### src/design/ssrs_map.svh
// Constant map for the sensor serial register select block
`ifndef SSRS_MAP_SVH
`define SSRS_MAP_SVH
`define SSRS_CLK_HZ 20000000
`define SSRS_STALL_MS 35
`define SSRS_STALL_CYC ((`SSRS_STALL_MS * `SSRS_CLK_HZ) / 1000)
`define SSRS_ADDR_BASE 7'h48
`define SSRS_STRAP_GND 2'h0
`define SSRS_STRAP_VCC 2'h1
`define SSRS_STRAP_SDA 2'h2
`define SSRS_BYTE_BITS 4'h8
`define SSRS_PTR_TEMP 2'h0
`define SSRS_PTR_CONF 2'h1
`define SSRS_PTR_LOW 2'h2
`define SSRS_PTR_HIGH 2'h3
`define SSRS_PTR_RESET 8'h00
`define SSRS_CONF_RESET 16'h2610
`define SSRS_LOW_RESET 16'h4b00
`define SSRS_HIGH_RESET 16'h5000
`define SSRS_TEMP_MASK 16'hfff0
`endif

### src/design/ssrs_pkg.sv
// Types for the sensor serial register select block
package ssrs_pkg;
   typedef enum logic [2:0] {
      SSRS_IDLE, SSRS_ADDR, SSRS_PTR, SSRS_WDATA, SSRS_RDATA, SSRS_IGNORE
   } ssrs_state_t;
   typedef struct packed {
      logic scl;
      logic sda;
   } ssrs_bus_in_t;
   typedef struct packed {
      logic sda_out;
      logic sda_oe;
   } ssrs_bus_out_t;
endpackage : ssrs_pkg

### src/design/ssrs_target.sv
// Two-wire target: stall timeout, address strap and register pointer
`include "ssrs_map.svh"

// What this block does
// - Clock held low past the stall limit resets the interface and frees data.
// - Stall counting runs only with clock low inside a START-STOP transaction.
// - Strap to ground, supply or data line gives one of three addresses.
// - Host writes an 8-bit pointer; later accesses go to the selected register.
// - Pointer 00 temperature RO, 01 configuration, 10 low, 11 high limit.
// - Reset clears the pointer so plain reads return the temperature.
module ssrs_target (
   input wire logic clk,
   input wire logic srst,
   input wire ssrs_pkg::ssrs_bus_in_t bus_in,
   output ssrs_pkg::ssrs_bus_out_t bus_out,
   input wire logic [1:0] address_strap_input,
   input wire logic [15:0] temperature_in,
   output logic [15:0] configuration_control,
   output logic [15:0] low_limit_threshold,
   output logic [15:0] high_limit_threshold,
   output logic [7:0] register_select_pointer,
   output logic busy
);
   import ssrs_pkg::*;

   // Target address for the strap setting
   function automatic logic [6:0] strap_addr(input logic [1:0] s);
      unique case (s)
         `SSRS_STRAP_VCC: strap_addr = `SSRS_ADDR_BASE + 7'h1;
         `SSRS_STRAP_SDA: strap_addr = `SSRS_ADDR_BASE + 7'h2;
         default: strap_addr = `SSRS_ADDR_BASE;
      endcase
   endfunction : strap_addr

   logic scl_q, sda_q;
   ssrs_state_t state, next_state;
   logic [3:0] bitcnt, next_bitcnt;
   logic [7:0] shreg, next_shreg;
   logic [15:0] rdword, next_rdword;
   logic [7:0] wbyte0, next_wbyte0;
   logic byteno, next_byteno;
   logic ack_phase, next_ack_phase;
   logic in_txn, next_in_txn;
   logic [19:0] stall, next_stall;
   logic sda_out_q, next_sda_out;
   logic [7:0] next_ptr;
   logic [15:0] next_conf, next_low, next_high;
   logic start_c, stop_c, rise, fall, timeout;

   assign start_c = scl_q && bus_in.scl && sda_q && !bus_in.sda;
   assign stop_c = scl_q && bus_in.scl && !sda_q && bus_in.sda;
   assign rise = !scl_q && bus_in.scl;
   assign fall = scl_q && !bus_in.scl;
   assign timeout = (stall >= 20'(`SSRS_STALL_CYC));
   assign busy = in_txn;
   // Open-drain data: only the enable moves
   assign bus_out = '{sda_out: 1'b0, sda_oe: sda_out_q};

   // Selected register contents for reads
   function automatic logic [15:0] sel_reg(input logic [1:0] p, input logic [15:0] t,
         input logic [15:0] c, input logic [15:0] l, input logic [15:0] h);
      unique case (p)
         `SSRS_PTR_TEMP: sel_reg = t & `SSRS_TEMP_MASK;
         `SSRS_PTR_CONF: sel_reg = c;
         `SSRS_PTR_LOW: sel_reg = l;
         default: sel_reg = h;
      endcase
   endfunction : sel_reg

   // Next-state logic of the serial engine
   always_comb begin
      next_state = state;
      next_bitcnt = bitcnt;
      next_shreg = shreg;
      next_rdword = rdword;
      next_wbyte0 = wbyte0;
      next_byteno = byteno;
      next_ack_phase = ack_phase;
      next_in_txn = in_txn;
      next_sda_out = sda_out_q;
      next_ptr = register_select_pointer;
      next_conf = configuration_control;
      next_low = low_limit_threshold;
      next_high = high_limit_threshold;
      if (in_txn && !bus_in.scl) begin
         next_stall = timeout ? stall : stall + 20'h1;
      end else begin
         next_stall = 20'h0;
      end
      if (rise && !ack_phase) begin
         next_shreg = {shreg[6:0], bus_in.sda};
         next_bitcnt = bitcnt + 4'h1;
      end
      if (fall) begin
         if (ack_phase) begin
            next_ack_phase = 1'b0;
            next_sda_out = 1'b0;
            next_bitcnt = 4'h0;
            if (state == SSRS_RDATA && shreg[0]) begin
               // Host NACK ends the read
               next_state = SSRS_IGNORE;
            end else if (state == SSRS_RDATA) begin
               next_sda_out = !rdword[15];
               next_rdword = {rdword[14:0], 1'b0};
            end
         end else if (bitcnt == `SSRS_BYTE_BITS) begin
            next_ack_phase = 1'b1;
            next_sda_out = 1'b0;
            unique case (state)
               SSRS_ADDR: begin
                  if (shreg[7:1] == strap_addr(address_strap_input)) begin
                     next_sda_out = 1'b1;
                     next_byteno = 1'b0;
                     if (shreg[0]) begin
                        next_state = SSRS_RDATA;
                        next_rdword = sel_reg(register_select_pointer[1:0], temperature_in,
                           configuration_control, low_limit_threshold, high_limit_threshold);
                     end else begin
                        next_state = SSRS_PTR;
                     end
                  end else begin
                     next_state = SSRS_IGNORE;
                  end
               end
               SSRS_PTR: begin
                  next_ptr = shreg;
                  next_sda_out = 1'b1;
                  next_state = SSRS_WDATA;
               end
               SSRS_WDATA: begin
                  next_sda_out = 1'b1;
                  next_byteno = !byteno;
                  if (!byteno) begin
                     next_wbyte0 = shreg;
                  end else begin
                     unique case (register_select_pointer[1:0])
                        `SSRS_PTR_CONF: next_conf = {wbyte0, shreg};
                        `SSRS_PTR_LOW: next_low = {wbyte0, shreg};
                        `SSRS_PTR_HIGH: next_high = {wbyte0, shreg};
                        default: next_high = high_limit_threshold;
                     endcase
                  end
               end
               SSRS_RDATA: begin
                  // Line freed for the host's acknowledge bit
                  next_sda_out = 1'b0;
               end
               default: next_state = state;
            endcase
         end else if (state == SSRS_RDATA && bitcnt < `SSRS_BYTE_BITS) begin
            next_sda_out = !rdword[15];
            next_rdword = {rdword[14:0], 1'b0};
         end else if (state == SSRS_RDATA) begin
            next_sda_out = 1'b0;
         end
      end
      if (state == SSRS_RDATA && rise && ack_phase) begin
         next_shreg = {7'h0, bus_in.sda};
      end
      if (start_c) begin
         next_in_txn = 1'b1;
         next_state = SSRS_ADDR;
         next_bitcnt = 4'h0;
         next_ack_phase = 1'b0;
         next_sda_out = 1'b0;
      end
      // stall or stop frees the line
      if (stop_c || timeout) begin
         next_in_txn = 1'b0;
         next_state = SSRS_IDLE;
         next_sda_out = 1'b0;
         next_ack_phase = 1'b0;
         next_bitcnt = 4'h0;
      end
   end

   // Registers of the serial engine
   always_ff @(posedge clk) begin
      if (srst) begin
         scl_q <= 1'b1;
         sda_q <= 1'b1;
         state <= SSRS_IDLE;
         bitcnt <= 4'h0;
         shreg <= 8'h0;
         rdword <= 16'h0;
         wbyte0 <= 8'h0;
         byteno <= 1'b0;
         ack_phase <= 1'b0;
         in_txn <= 1'b0;
         stall <= 20'h0;
         sda_out_q <= 1'b0;
         register_select_pointer <= `SSRS_PTR_RESET;
         configuration_control <= `SSRS_CONF_RESET;
         low_limit_threshold <= `SSRS_LOW_RESET;
         high_limit_threshold <= `SSRS_HIGH_RESET;
      end else begin
         scl_q <= bus_in.scl;
         sda_q <= bus_in.sda;
         state <= next_state;
         bitcnt <= next_bitcnt;
         shreg <= next_shreg;
         rdword <= next_rdword;
         wbyte0 <= next_wbyte0;
         byteno <= next_byteno;
         ack_phase <= next_ack_phase;
         in_txn <= next_in_txn;
         stall <= next_stall;
         sda_out_q <= next_sda_out;
         register_select_pointer <= next_ptr;
         configuration_control <= next_conf;
         low_limit_threshold <= next_low;
         high_limit_threshold <= next_high;
      end
   end

   // Stall releases data line next cycle
   stall_release_a: assert property (@(posedge clk) disable iff (srst)
      timeout |=> !bus_out.sda_oe && state == SSRS_IDLE)
      else $error("stall did not release the data line");
   // No counting while idle
   idle_no_count_a: assert property (@(posedge clk) disable iff (srst)
      !in_txn |=> stall == 20'h0)
      else $error("stall counter ran outside a transaction");
   // Counter grows with clock held low
   low_count_a: assert property (@(posedge clk) disable iff (srst)
      in_txn && !bus_in.scl && !timeout && !stop_c |=> stall == $past(stall) + 20'h1)
      else $error("stall counter did not advance");
   // Pointer moves only at a pointer byte
   ptr_write_a: assert property (@(posedge clk) disable iff (srst)
      register_select_pointer != $past(register_select_pointer) |-> $past(state) == SSRS_PTR)
      else $error("pointer changed outside a pointer write");
   // Temperature never written
   temp_ro_a: assert property (@(posedge clk) disable iff (srst)
      register_select_pointer[1:0] == `SSRS_PTR_TEMP |=> $stable(configuration_control)
         && $stable(low_limit_threshold) && $stable(high_limit_threshold))
      else $error("write reached a register with temperature selected");
   // Pointer low after reset
   ptr_reset_a: assert property (@(posedge clk)
      srst |=> register_select_pointer == `SSRS_PTR_RESET)
      else $error("pointer not cleared by reset");
   // Pointer survives a stop
   ptr_keep_a: assert property (@(posedge clk) disable iff (srst)
      stop_c |=> $stable(register_select_pointer))
      else $error("pointer lost at stop");
   // Ack only for strapped address
   addr_ack_a: assert property (@(posedge clk) disable iff (srst)
      state == SSRS_ADDR && fall && bitcnt == `SSRS_BYTE_BITS && !stop_c && !timeout && !start_c
         && shreg[7:1] != strap_addr(address_strap_input) |=> !bus_out.sda_oe)
      else $error("acknowledged a foreign address");
endmodule : ssrs_target

### config.mk
export PLATFORM = sky130hd
export DESIGN_NAME = ssrs_target
export DESIGN_NICKNAME = d
export VERILOG_FILES = /design/src/design/ssrs_pkg.sv /design/src/design/ssrs_target.sv
export VERILOG_INCLUDE_DIRS = /design/src /design/src/design
export SDC_FILE = /design/constraint.sdc
export NUM_CORES = 1
export LEC_CHECK = 0
export BUFFER_PORTS_ARGS = -buffer_cell sky130_fd_sc_hd__buf_2
export CAP_MARGIN = 20
export CORE_MARGIN = 2
export CORE_UTILIZATION = 50
export CTS_BUF_LIST = sky130_fd_sc_hd__clkbuf_8
export CTS_CLUSTER_SIZE = 20
export DETAILED_ROUTE_END_ITERATION = 8
export PLACE_DENSITY = 0.7
export REMOVE_ABC_BUFFERS = 1
export SLEW_MARGIN = 20
export SYNTH_ARGS = -nofsm -noshare
export SYNTH_HDL_FRONTEND = slang
export SYNTH_SLANG_ARGS = --single-unit
### constraint.sdc
create_clock -name clk -period 2.8 [get_ports clk]
set_clock_uncertainty 0.2 [all_clocks]
set_input_delay 0.56 -clock clk [delete_from_list [all_inputs] [get_ports clk]]
set_output_delay 0.56 -clock clk [all_outputs]
set_load 0.03 [all_outputs]
==> results.yml, run 1 <==
floorplanning:
  start_util: 0.514
  coreArea_sq_um: 10900
  die_x_um: 110
  io_pins: 81
  rows: 38
  chipHeight_um: 110
  dieArea_sq_um: 12100
synth:
  synth_top_area_share: 0.432
  synth-simple-area-share: 0.256
  yosysWarnings: 0
  ys_types: 61
  synth_top_family_by_area: "simple AND/OR/NAND/NOR gates"
  synthXorXnorAreaFrac: 0.0203
  synth_compound_area_frac: 0.149
  syn-instance-count: 653
  yosysTopAreaCell: "dfxtp_1"
  synthMuxAreaShare: 0.0902
  postSynthAreaPerCell_sq_um: 8.58
  synthArstFlopShare: 0
  synth_edf_count: 0
  ys_top_cells_by_area: "dfxtp_1, nand2_1, a21oi_1"
  ys.flop_type: "dfxtp_1"
  synth_area_sq_um: 5600
  synthAdderAreaFrac: 0.00893
  ys_ff_latch: 121
  seq_area_frac_synth: 0.432
critical_path:
  end_kind: "flip-flop"
  crit_path_cell_trace: "inv_1 > ha_1 > and4bb_2 > and4_1 > nor2b_1 > nand2_1 > a21oi_1"
  worst_path_largest_cell_delay_ns: 0.50
  cp-start-kind: "flip-flop"
  cp.arrival_ns: 2.70
  slowest_stage: "nor2b_1"
  critical_path_class: "reg -> reg"
  critPathMaxFanout: 18
  worst_ep_required_time_ns: 2.96
drt:
  route.detailed.drc: 0
  first_pass_iters: 5
  routed_wl_mm: 14.6
  ant_nets: 0
  vias: 5056
  routedWlPerCell_um: 16.5
  dr.first_iter.drc_count: 345
  vias_per_cell: 5.74
grt:
  grtUsageTotal: 0.256
  grt_pass1_vias: 4809
  antenna_found_initial: 0
  grt_max_degree: 86
  grt_overflow: 0
  grt_pass1_wl_mm: 23.9
cells_and_area:
  multi_input_area_sq_um: 2940
  n_fill_cell: 959
  drive_gt1_frac: 0.223
  ff_latch_area_sq_um: 2420
  layout_commonest_cell: "nand2_1"
  final_nets: 754
  final_cell_mix: "nand2_1, dfxtp_1, buf_2"
  areaGrowthSynthToFinish_pct: 17.7
  antenna_cells: 0
cts:
  post_cts_resized: 0
  root_buffer: "clkbuf_8"
  clkSinkCount: 121
  cts.reportedPaths.clkPinSlew_ns: 0.08
  hold_buffers: 0
  cts_max_level: 4
  cts_tree: "built"
  postCtsSetupRepairBufs: 0
  insertion_delay_ns: 0.43
  cts_made_buffers: 17
  cts_max_path_buffers: 2
power_and_ir_drop:
  switchingPower_uw: 889
  p_seq_frac: 0.497
  power_density_nw_per_um2: 530
  power_frac_comb: 0.034
  clock_power_share: 0.469
  total_power_mw: 3.49
  switching_share: 0.254
  ir_worst_vdd_mv: 0.434
  total_leakage_power_nw: 2.52
  p_int_mw: 2.61
placed_design:
  gp_congestion: 0.838
  hpwlAfterDp_mm: 10.2
  portBuffers: 75
sta:
  period_minus_slack_ns: 2.54
  fmax_mhz: 393
  timing.final.setup_violations: 0
  finalCritPeriodShare: 0.908
  slew_headroom: 0.552
  tightest_slew_ns: 0.670
  hold_viol_final: 0
  whs_ns: 0.220
  rsz0062_at_grt: "false"
  maxSlewViolCount: 0
  tns_ns: 0
run:
  drv_cap: 0
min_path:
  hold_class: "in -> reg"
status:
  status: "finished, final reports clean"
## power groups by stage
| stage | registers [mW] | logic (mW) | clock network [mW] |
|---|---|---|---|
| floorplan | 1.78 | 0.0598 | 0 |
| global placement | 1.78 | 0.116 | 0 |
| detailed placement | 1.78 | 0.119 | 0 |
| CTS | 1.74 | 0.119 | 1.66 |
| global route | 1.74 | 0.129 | 1.75 |
| finish | 1.74 | 0.120 | 1.64 |
## layout make-up
type	count	share of cell area
Clock buffer	17	0.0355
Tap cell	140	0.0266
Timing Repair Buffer	103	0.0907
Clock inverter	15	0.0277
Inverter	10	0.00569
Sequential cell	121	0.367
Multi-Input combinational cell	475	0.446
## synth_stat cells, types with 3 or more instances
cell type	number
or3_1	6
a31oi_1	3
nor4_1	3
xnor2_1	12
nand3b_1	12
or2_2	3
and3_1	6
and2_1	15
nand3_1	14
ha_1	4
o21ai_0	7
dfxtp_1	121
a211o_1	3
nor3_1	28
mux4_2	12
mux2_2	4
o221ai_1	3
a221o_1	4
mux2i_1	19
a2111oi_0	3
and4_1	4
nand2b_1	5
o31ai_1	4
a211oi_1	5
a21oi_1	68
buf_2	5
nand2_1	128
nand4_1	6
inv_1	10
clkbuf_1	37
nor2b_1	6
nor2_1	40
a221oi_1	12
or4_1	4
## cells by family (layout without fill, tap and decap cells)
group / Yosys count / after routing
AND/OR/NAND/NOR: 294 / 294
AO/OA/AOI/OAI: 128 / 128
adder cells (fa/ha/maj): 4 / 4
other: 1 / 1
buffers and inverters: 57 / 145
flip-flops: 121 / 121
multiplexers: 35 / 35
XOR/XNOR: 13 / 13
## sequential cells by signal, summed over array words and instances, names as in the netlist, 4 cells and up
register,flops
stall,20
configuration_control,16
high_limit_threshold,16
low_limit_threshold,16
rdword,16
register_select_pointer,8
shreg,8
wbyte0,8
bitcnt,4
## routing by layer
metal / vias to the layer above / wire length (um) / GRT usage
met4: 0 / 231 / 0.0913
met1: 2451 / 6350 / 0.318
met5: - / 0 / 0
met2: 127 / 7210 / 0.424
li1: 2465 / - / -
met3: 13 / 783 / 0.0717
## stage by stage
| step | std cells | setup slack [ns] | util | instance area (sq um) |
|---|---|---|---|---|
| finish | 881 | 0.257 | 0.606 | 6590 |
| global route | 881 | 0.0710 | 0.606 | 6590 |
| CTS | 881 | 0.268 | 0.606 | 6590 |
| detailed placement | 849 | 0.293 | 0.567 | 6180 |
| global placement | 849 | 0.363 | 0.567 | 6180 |
| floorplan | 606 | 0.490 | - | 5400 |
## critical path: cells and delay by family, from the launching register on
family | cells | cell delay, ns
AO/OA/AOI/OAI | 1 | 0.17
adder cells (fa/ha/maj) | 1 | 0.16
buffers and inverters | 1 | 0.10
flip-flops | 1 | 0.35
AND/OR/NAND/NOR | 4 | 1.49
## worst paths after layout
path	start	to	cells past startpoint	slack, ns
hold reg to reg	configuration_control[12]	configuration_control[12]	2	0.27
setup reg to reg	bitcnt[1]	wbyte0[0]	7	0.26
setup / recovery	bitcnt[1]	wbyte0[0]	7	0.26
hold / removal	bus_in[0]	sda_q	2	0.22
No activity file was read; power rests on OpenSTA's default activity.
==> run 2, diff against run 1 <==
- CAP_MARGIN: 20 -> unset
- clock period: 2.8 -> 2.9 ns (I/O delays scaled with it)
==> results.yml, run 2 (synthesis gave the netlist of run 1 again) <==
cts:
  cts_max_path_buffers: 2
  hold_buffers: 0
  cts.reportedPaths.clkPinSlew_ns: 0.08
  postCtsSetupRepairBufs: 0
  cts_max_level: 4
  insertion_delay_ns: 0.42
  cts_tree: "built"
  cts_made_buffers: 17
  clkSinkCount: 121
  root_buffer: "clkbuf_8"
  post_cts_resized: 0
grt:
  grtUsageTotal: 0.252
  grt_overflow: 0
  grt_pass1_wl_mm: 23.6
  grt_max_degree: 85
  grt_pass1_vias: 4763
  antenna_found_initial: 0
min_path:
  min_from: "bus_in[0]"
  min_to: "sda_q"
  holdPathStages: 2
  hold_class: "in -> reg"
sta:
  whs_ns: 0.252
  tightest_slew_ns: 0.664
  finalCritPeriodShare: 0.841
  tns_ns: 0
  maxSlewViolCount: 0
  timing.final.setup_violations: 0
  hold_viol_final: 0
  period_minus_slack_ns: 2.44
  rsz0062_at_grt: "false"
  setup_ws_ns: 0.462
  fmax_mhz: 410
  slew_headroom: 0.556
critical_path:
  cp.arrival_ns: 2.59
  critPathMaxFanout: 18
  cp-start-kind: "flip-flop"
  worst_ep_required_time_ns: 3.06
  reg2reg_slack_ns: 0.46
  critical_path_class: "reg -> reg"
  reg2regPathDepth: 7
  timing.rr.start: "bitcnt[1]"
  r2r-end: "wbyte0[2]"
  end_kind: "flip-flop"
cells_and_area:
  layout_commonest_cell: "nand2_1"
  final_nets: 753
  drive_gt1_frac: 0.222
  antenna_cells: 0
  regMostFlops: "stall"
  final_cell_mix: "nand2_1, dfxtp_1, buf_2"
  post_layout_nonfiller_instances: 880
  largest_reg_flops: 20
  areaGrowthSynthToFinish_pct: 17.0
power_and_ir_drop:
  power_density_nw_per_um2: 495
  power_frac_comb: 0.036
  ir_worst_vdd_mv: 0.409
  clock_power_share: 0.447
  p_int_mw: 2.43
  total_leakage_power_nw: 2.50
  switching_share: 0.249
  p_seq_frac: 0.517
  total_power_mw: 3.24
  switchingPower_uw: 809
drt:
  vias_per_cell: 5.81
  vias: 5110
  ant_nets: 0
  first_pass_iters: 5
  dr.first_iter.drc_count: 500
  route.detailed.drc: 0
  routedWlPerCell_um: 16.5
  routed_wl_mm: 14.5
floorplanning:
  rows: 38
  die_x_um: 110
  start_util: 0.514
  chipHeight_um: 110
  dieArea_sq_um: 12100
  io_pins: 81
  coreArea_sq_um: 10900
run:
  drv_cap: 0
placed_design:
  hpwlAfterDp_mm: 10.2
  gp_congestion: 0.839
  dp_slack_ns: 0.478
  portBuffers: 75
  dp_cells: 848
status:
  status: "finished, final reports clean"
-- run 2: changes by cell type in the layout (fill, tap and decap cells not counted) --
| cell | before | now |
|---|---|---|
| clkbuf_8 | 17 | 18 |
| buf_4 | 27 | 26 |
| clkinv_2 | 0 | 1 |
| bufinv_16 | 2 | 1 |
| clkinvlp_4 | 1 | 3 |
| inv_8 | 4 | 1 |
-- run 2: final cells by class --
| class | instances | area (sq um) |
|---|---|---|
| clock buffer | 18 | 248 |
| clock inverter | 14 | 139 |
| fill | 931 | 4330 |
| inverter | 10 | 37.5 |
| multi-input combinational | 475 | 2940 |
| sequential | 121 | 2420 |
| tap | 140 | 175 |
| timing repair buffer | 102 | 591 |
-- run 2: power groups by stage --
| stage | logic, mW | clock network (mW) | registers (mW) |
|---|---|---|---|
| global placement | 0.113 | 0 | 1.71 |
| CTS | 0.115 | 1.48 | 1.68 |
| floorplan | 0.0578 | 0 | 1.71 |
| finish | 0.116 | 1.45 | 1.68 |
| detailed placement | 0.115 | 0 | 1.71 |
| global route | 0.126 | 1.56 | 1.68 |
-- run 2: how the worst max path moves through the flow --
stage / from / endpoint
finish: bitcnt[1] / wbyte0[2]
global route: bitcnt[1] / wbyte0[5]
CTS: bitcnt[1] / wbyte0[2]
detailed placement: address_strap_input[0] / rdword[15]
global placement: bitcnt[1] / wbyte0[5]
floorplan: stall[6] / bitcnt[2]
-- run 2: worst max-delay path, cell delays in order (launching register included) --
cell,delay (ns)
dfxtp_1,0.34
inv_1,0.09
ha_1,0.15
and4bb_2,0.44
and4_1,0.39
nor2b_1,0.47
nand2_1,0.12
a21oi_1,0.16
-- run 2: metrics by stage --
| step | area [sq um] | utilization |
|---|---|---|
| after floorplan | 5400 | - |
| after detailed placement | 6170 | 0.567 |
| final | 6560 | 0.602 |
| after global placement | 6170 | 0.567 |
| after global routing | 6560 | 0.602 |
| after CTS | 6560 | 0.602 |
-- run 2: per-layer routing --
layer	routed length (um)	up-vias	track usage
met5	0	-	0
met3	789	13	0.0694
met1	6440	2476	0.324
met4	210	0	0.0750
met2	7110	156	0.414
li1	-	2465	-
==> run 3, diff against run 2 <==
- PLACE_DENSITY: 0.7 -> 0.73
- clock period: 2.9 -> 2.1 ns (I/O delays scaled with it)
==> results.yml, run 3 (synthesis gave the netlist of run 1 again) <==
placed_design:
  dp_cells: 884
  gp_congestion: 0.846
  hpwlAfterDp_mm: 10.5
  portBuffers: 75
power_and_ir_drop:
  power_density_nw_per_um2: 638
  total_power_mw: 4.65
  ir_worst_vdd_mv: 0.888
  total_leakage_power_nw: 2.78
cells_and_area:
  n_fill_cell: 826
  regMostFlops: "stall"
  largest_reg_flops: 20
  final_cell_mix: "nand2_1, dfxtp_1, buf_2"
  final_nets: 797
  drive_gt1_frac: 0.320
  layout_commonest_cell: "nand2_1"
  areaGrowthSynthToFinish_pct: 30.0
  post_layout_nonfiller_instances: 924
  utilization: 0.669
  antenna_cells: 0
drt:
  route.detailed.drc: 0
  routed_wl_mm: 15.7
  ant_nets: 0
  first_pass_iters: 5
  vias_per_cell: 5.83
  vias: 5390
  routedWlPerCell_um: 17.0
  dr.first_iter.drc_count: 402
min_path:
  hold_class: "in -> reg"
sta:
  maxSlewViolCount: 0
  setup_ws_ns: -0.127
  whs_ns: 0.110
  fmax_mhz: 449
  finalCritPeriodShare: 1.06
  timing.final.setup_violations: 4
  period_minus_slack_ns: 2.23
  rsz0062_at_grt: "true"
  hold_viol_final: 0
floorplanning:
  io_pins: 81
  dieArea_sq_um: 12100
  die_x_um: 110
  start_util: 0.514
  coreArea_sq_um: 10900
  chipHeight_um: 110
  rows: 38
status:
  status: "finished, violations left"
  violations: "setup timing"
grt:
  grt_pass1_vias: 4970
  grt_overflow: 0
  grt_pass1_wl_mm: 24.4
  grtUsageTotal: 0.263
  grt_max_degree: 82
  antenna_found_initial: 0
cts:
  cts_tree: "built"
  cts_max_level: 4
  cts_made_buffers: 17
  root_buffer: "clkbuf_8"
  insertion_delay_ns: 0.45
  cts_max_path_buffers: 2
  cts.reportedPaths.clkPinSlew_ns: 0.08
  clkSinkCount: 121
critical_path:
  worst_ep_required_time_ns: 2.23
  cp.arrival_ns: 2.36
  end_kind: "flip-flop"
  cp-start-kind: "flip-flop"
  critPathMaxFanout: 5
  critical_path_class: "reg -> reg"
run:
  drv_cap: 0
==> run 3: changes by cell type in the layout (fill, tap and decap cells not counted), moves of 5 or more <==
cell / previous run / this run
buf_4: 26 / 59
a221oi_1: 12 / 0
a221oi_2: 0 / 12
buf_12: 1 / 6
buf_6: 0 / 5
dfxtp_1: 121 / 116
==> run 3: path summary, 6_finish.rpt <==
kind | from | end | slack [ns] | cells after the start
setup / recovery | stall[6] | stall[10] | -0.13 | 7
hold / removal | srst | shreg[0] | 0.11 | 2
setup reg to reg | stall[6] | stall[10] | -0.13 | 7
hold reg to reg | low_limit_threshold[13] | low_limit_threshold[13] | 0.27 | 2
==> run 3: final cells by class <==
| type | count | area (sq um) | area share |
|---|---|---|---|
| Multi-Input combinational cell | 475 | 3230 | 0.444 |
| Clock inverter | 13 | 140 | 0.0192 |
| Sequential cell | 121 | 2430 | 0.334 |
| Clock buffer | 19 | 262 | 0.0359 |
| Timing Repair Buffer | 146 | 1000 | 0.138 |
| Inverter | 10 | 37.5 | 0.00515 |
| Tap cell | 140 | 175 | 0.0241 |
==> run 3: metrics by stage <==
| step | TNS [ns] | setup WS (ns) | area, sq um |
|---|---|---|---|
| after floorplan | -6.64 | -0.210 | 5400 |
| after global routing | -1.11 | -0.203 | 7280 |
| after CTS | -0.146 | -0.0563 | 6980 |
| after detailed placement | -1.87 | -0.161 | 6500 |
| final | -0.306 | -0.127 | 7280 |
| after global placement | -0.331 | -0.0752 | 6500 |
==> run 3: layer usage <==
layer  share of wire  global-route usage  wire length (um)  up-vias
li1                -                   -                 -     2556
met1            0.41               0.323              6470     2615
met2            0.51               0.438              7980      182
met3           0.056              0.0747               875       37
met4           0.024              0.0976               382        0
met5               0                   0                 0        -
==> run 3: worst max-delay path, stage by stage (launching register included) <==
cell and delay (ns):
dfxtp_2 0.32, a211o_1 0.29, a211o_1 0.28, a21o_1 0.23
buf_6 0.15, buf_4 0.15, o31ai_1 0.39, a21oi_2 0.10
==> run 3: what timing repair did <==
| action | CTS | global route |
|---|---|---|
| endpoints found under the hold margin | 1 | 0 |
| hold buffers | 1 | 0 |
| cloned | 0 | 1 |
| buffers inserted | 2 | 4 |
| pin swaps | 8 | 17 |
| resized for setup | 14 | 55 |
| endpoints found under the setup margin | 37 | 70 |
==> run 3: report_power, final <==
| group | internal [mW] | total (mW) | switching (mW) |
|---|---|---|---|
| logic | 0.0914 | 0.206 | 0.115 |
| clock network | 1.13 | 2.13 | 1.01 |
| registers | 2.30 | 2.31 | 0.00812 |
| total | 3.52 | 4.65 | 1.13 |
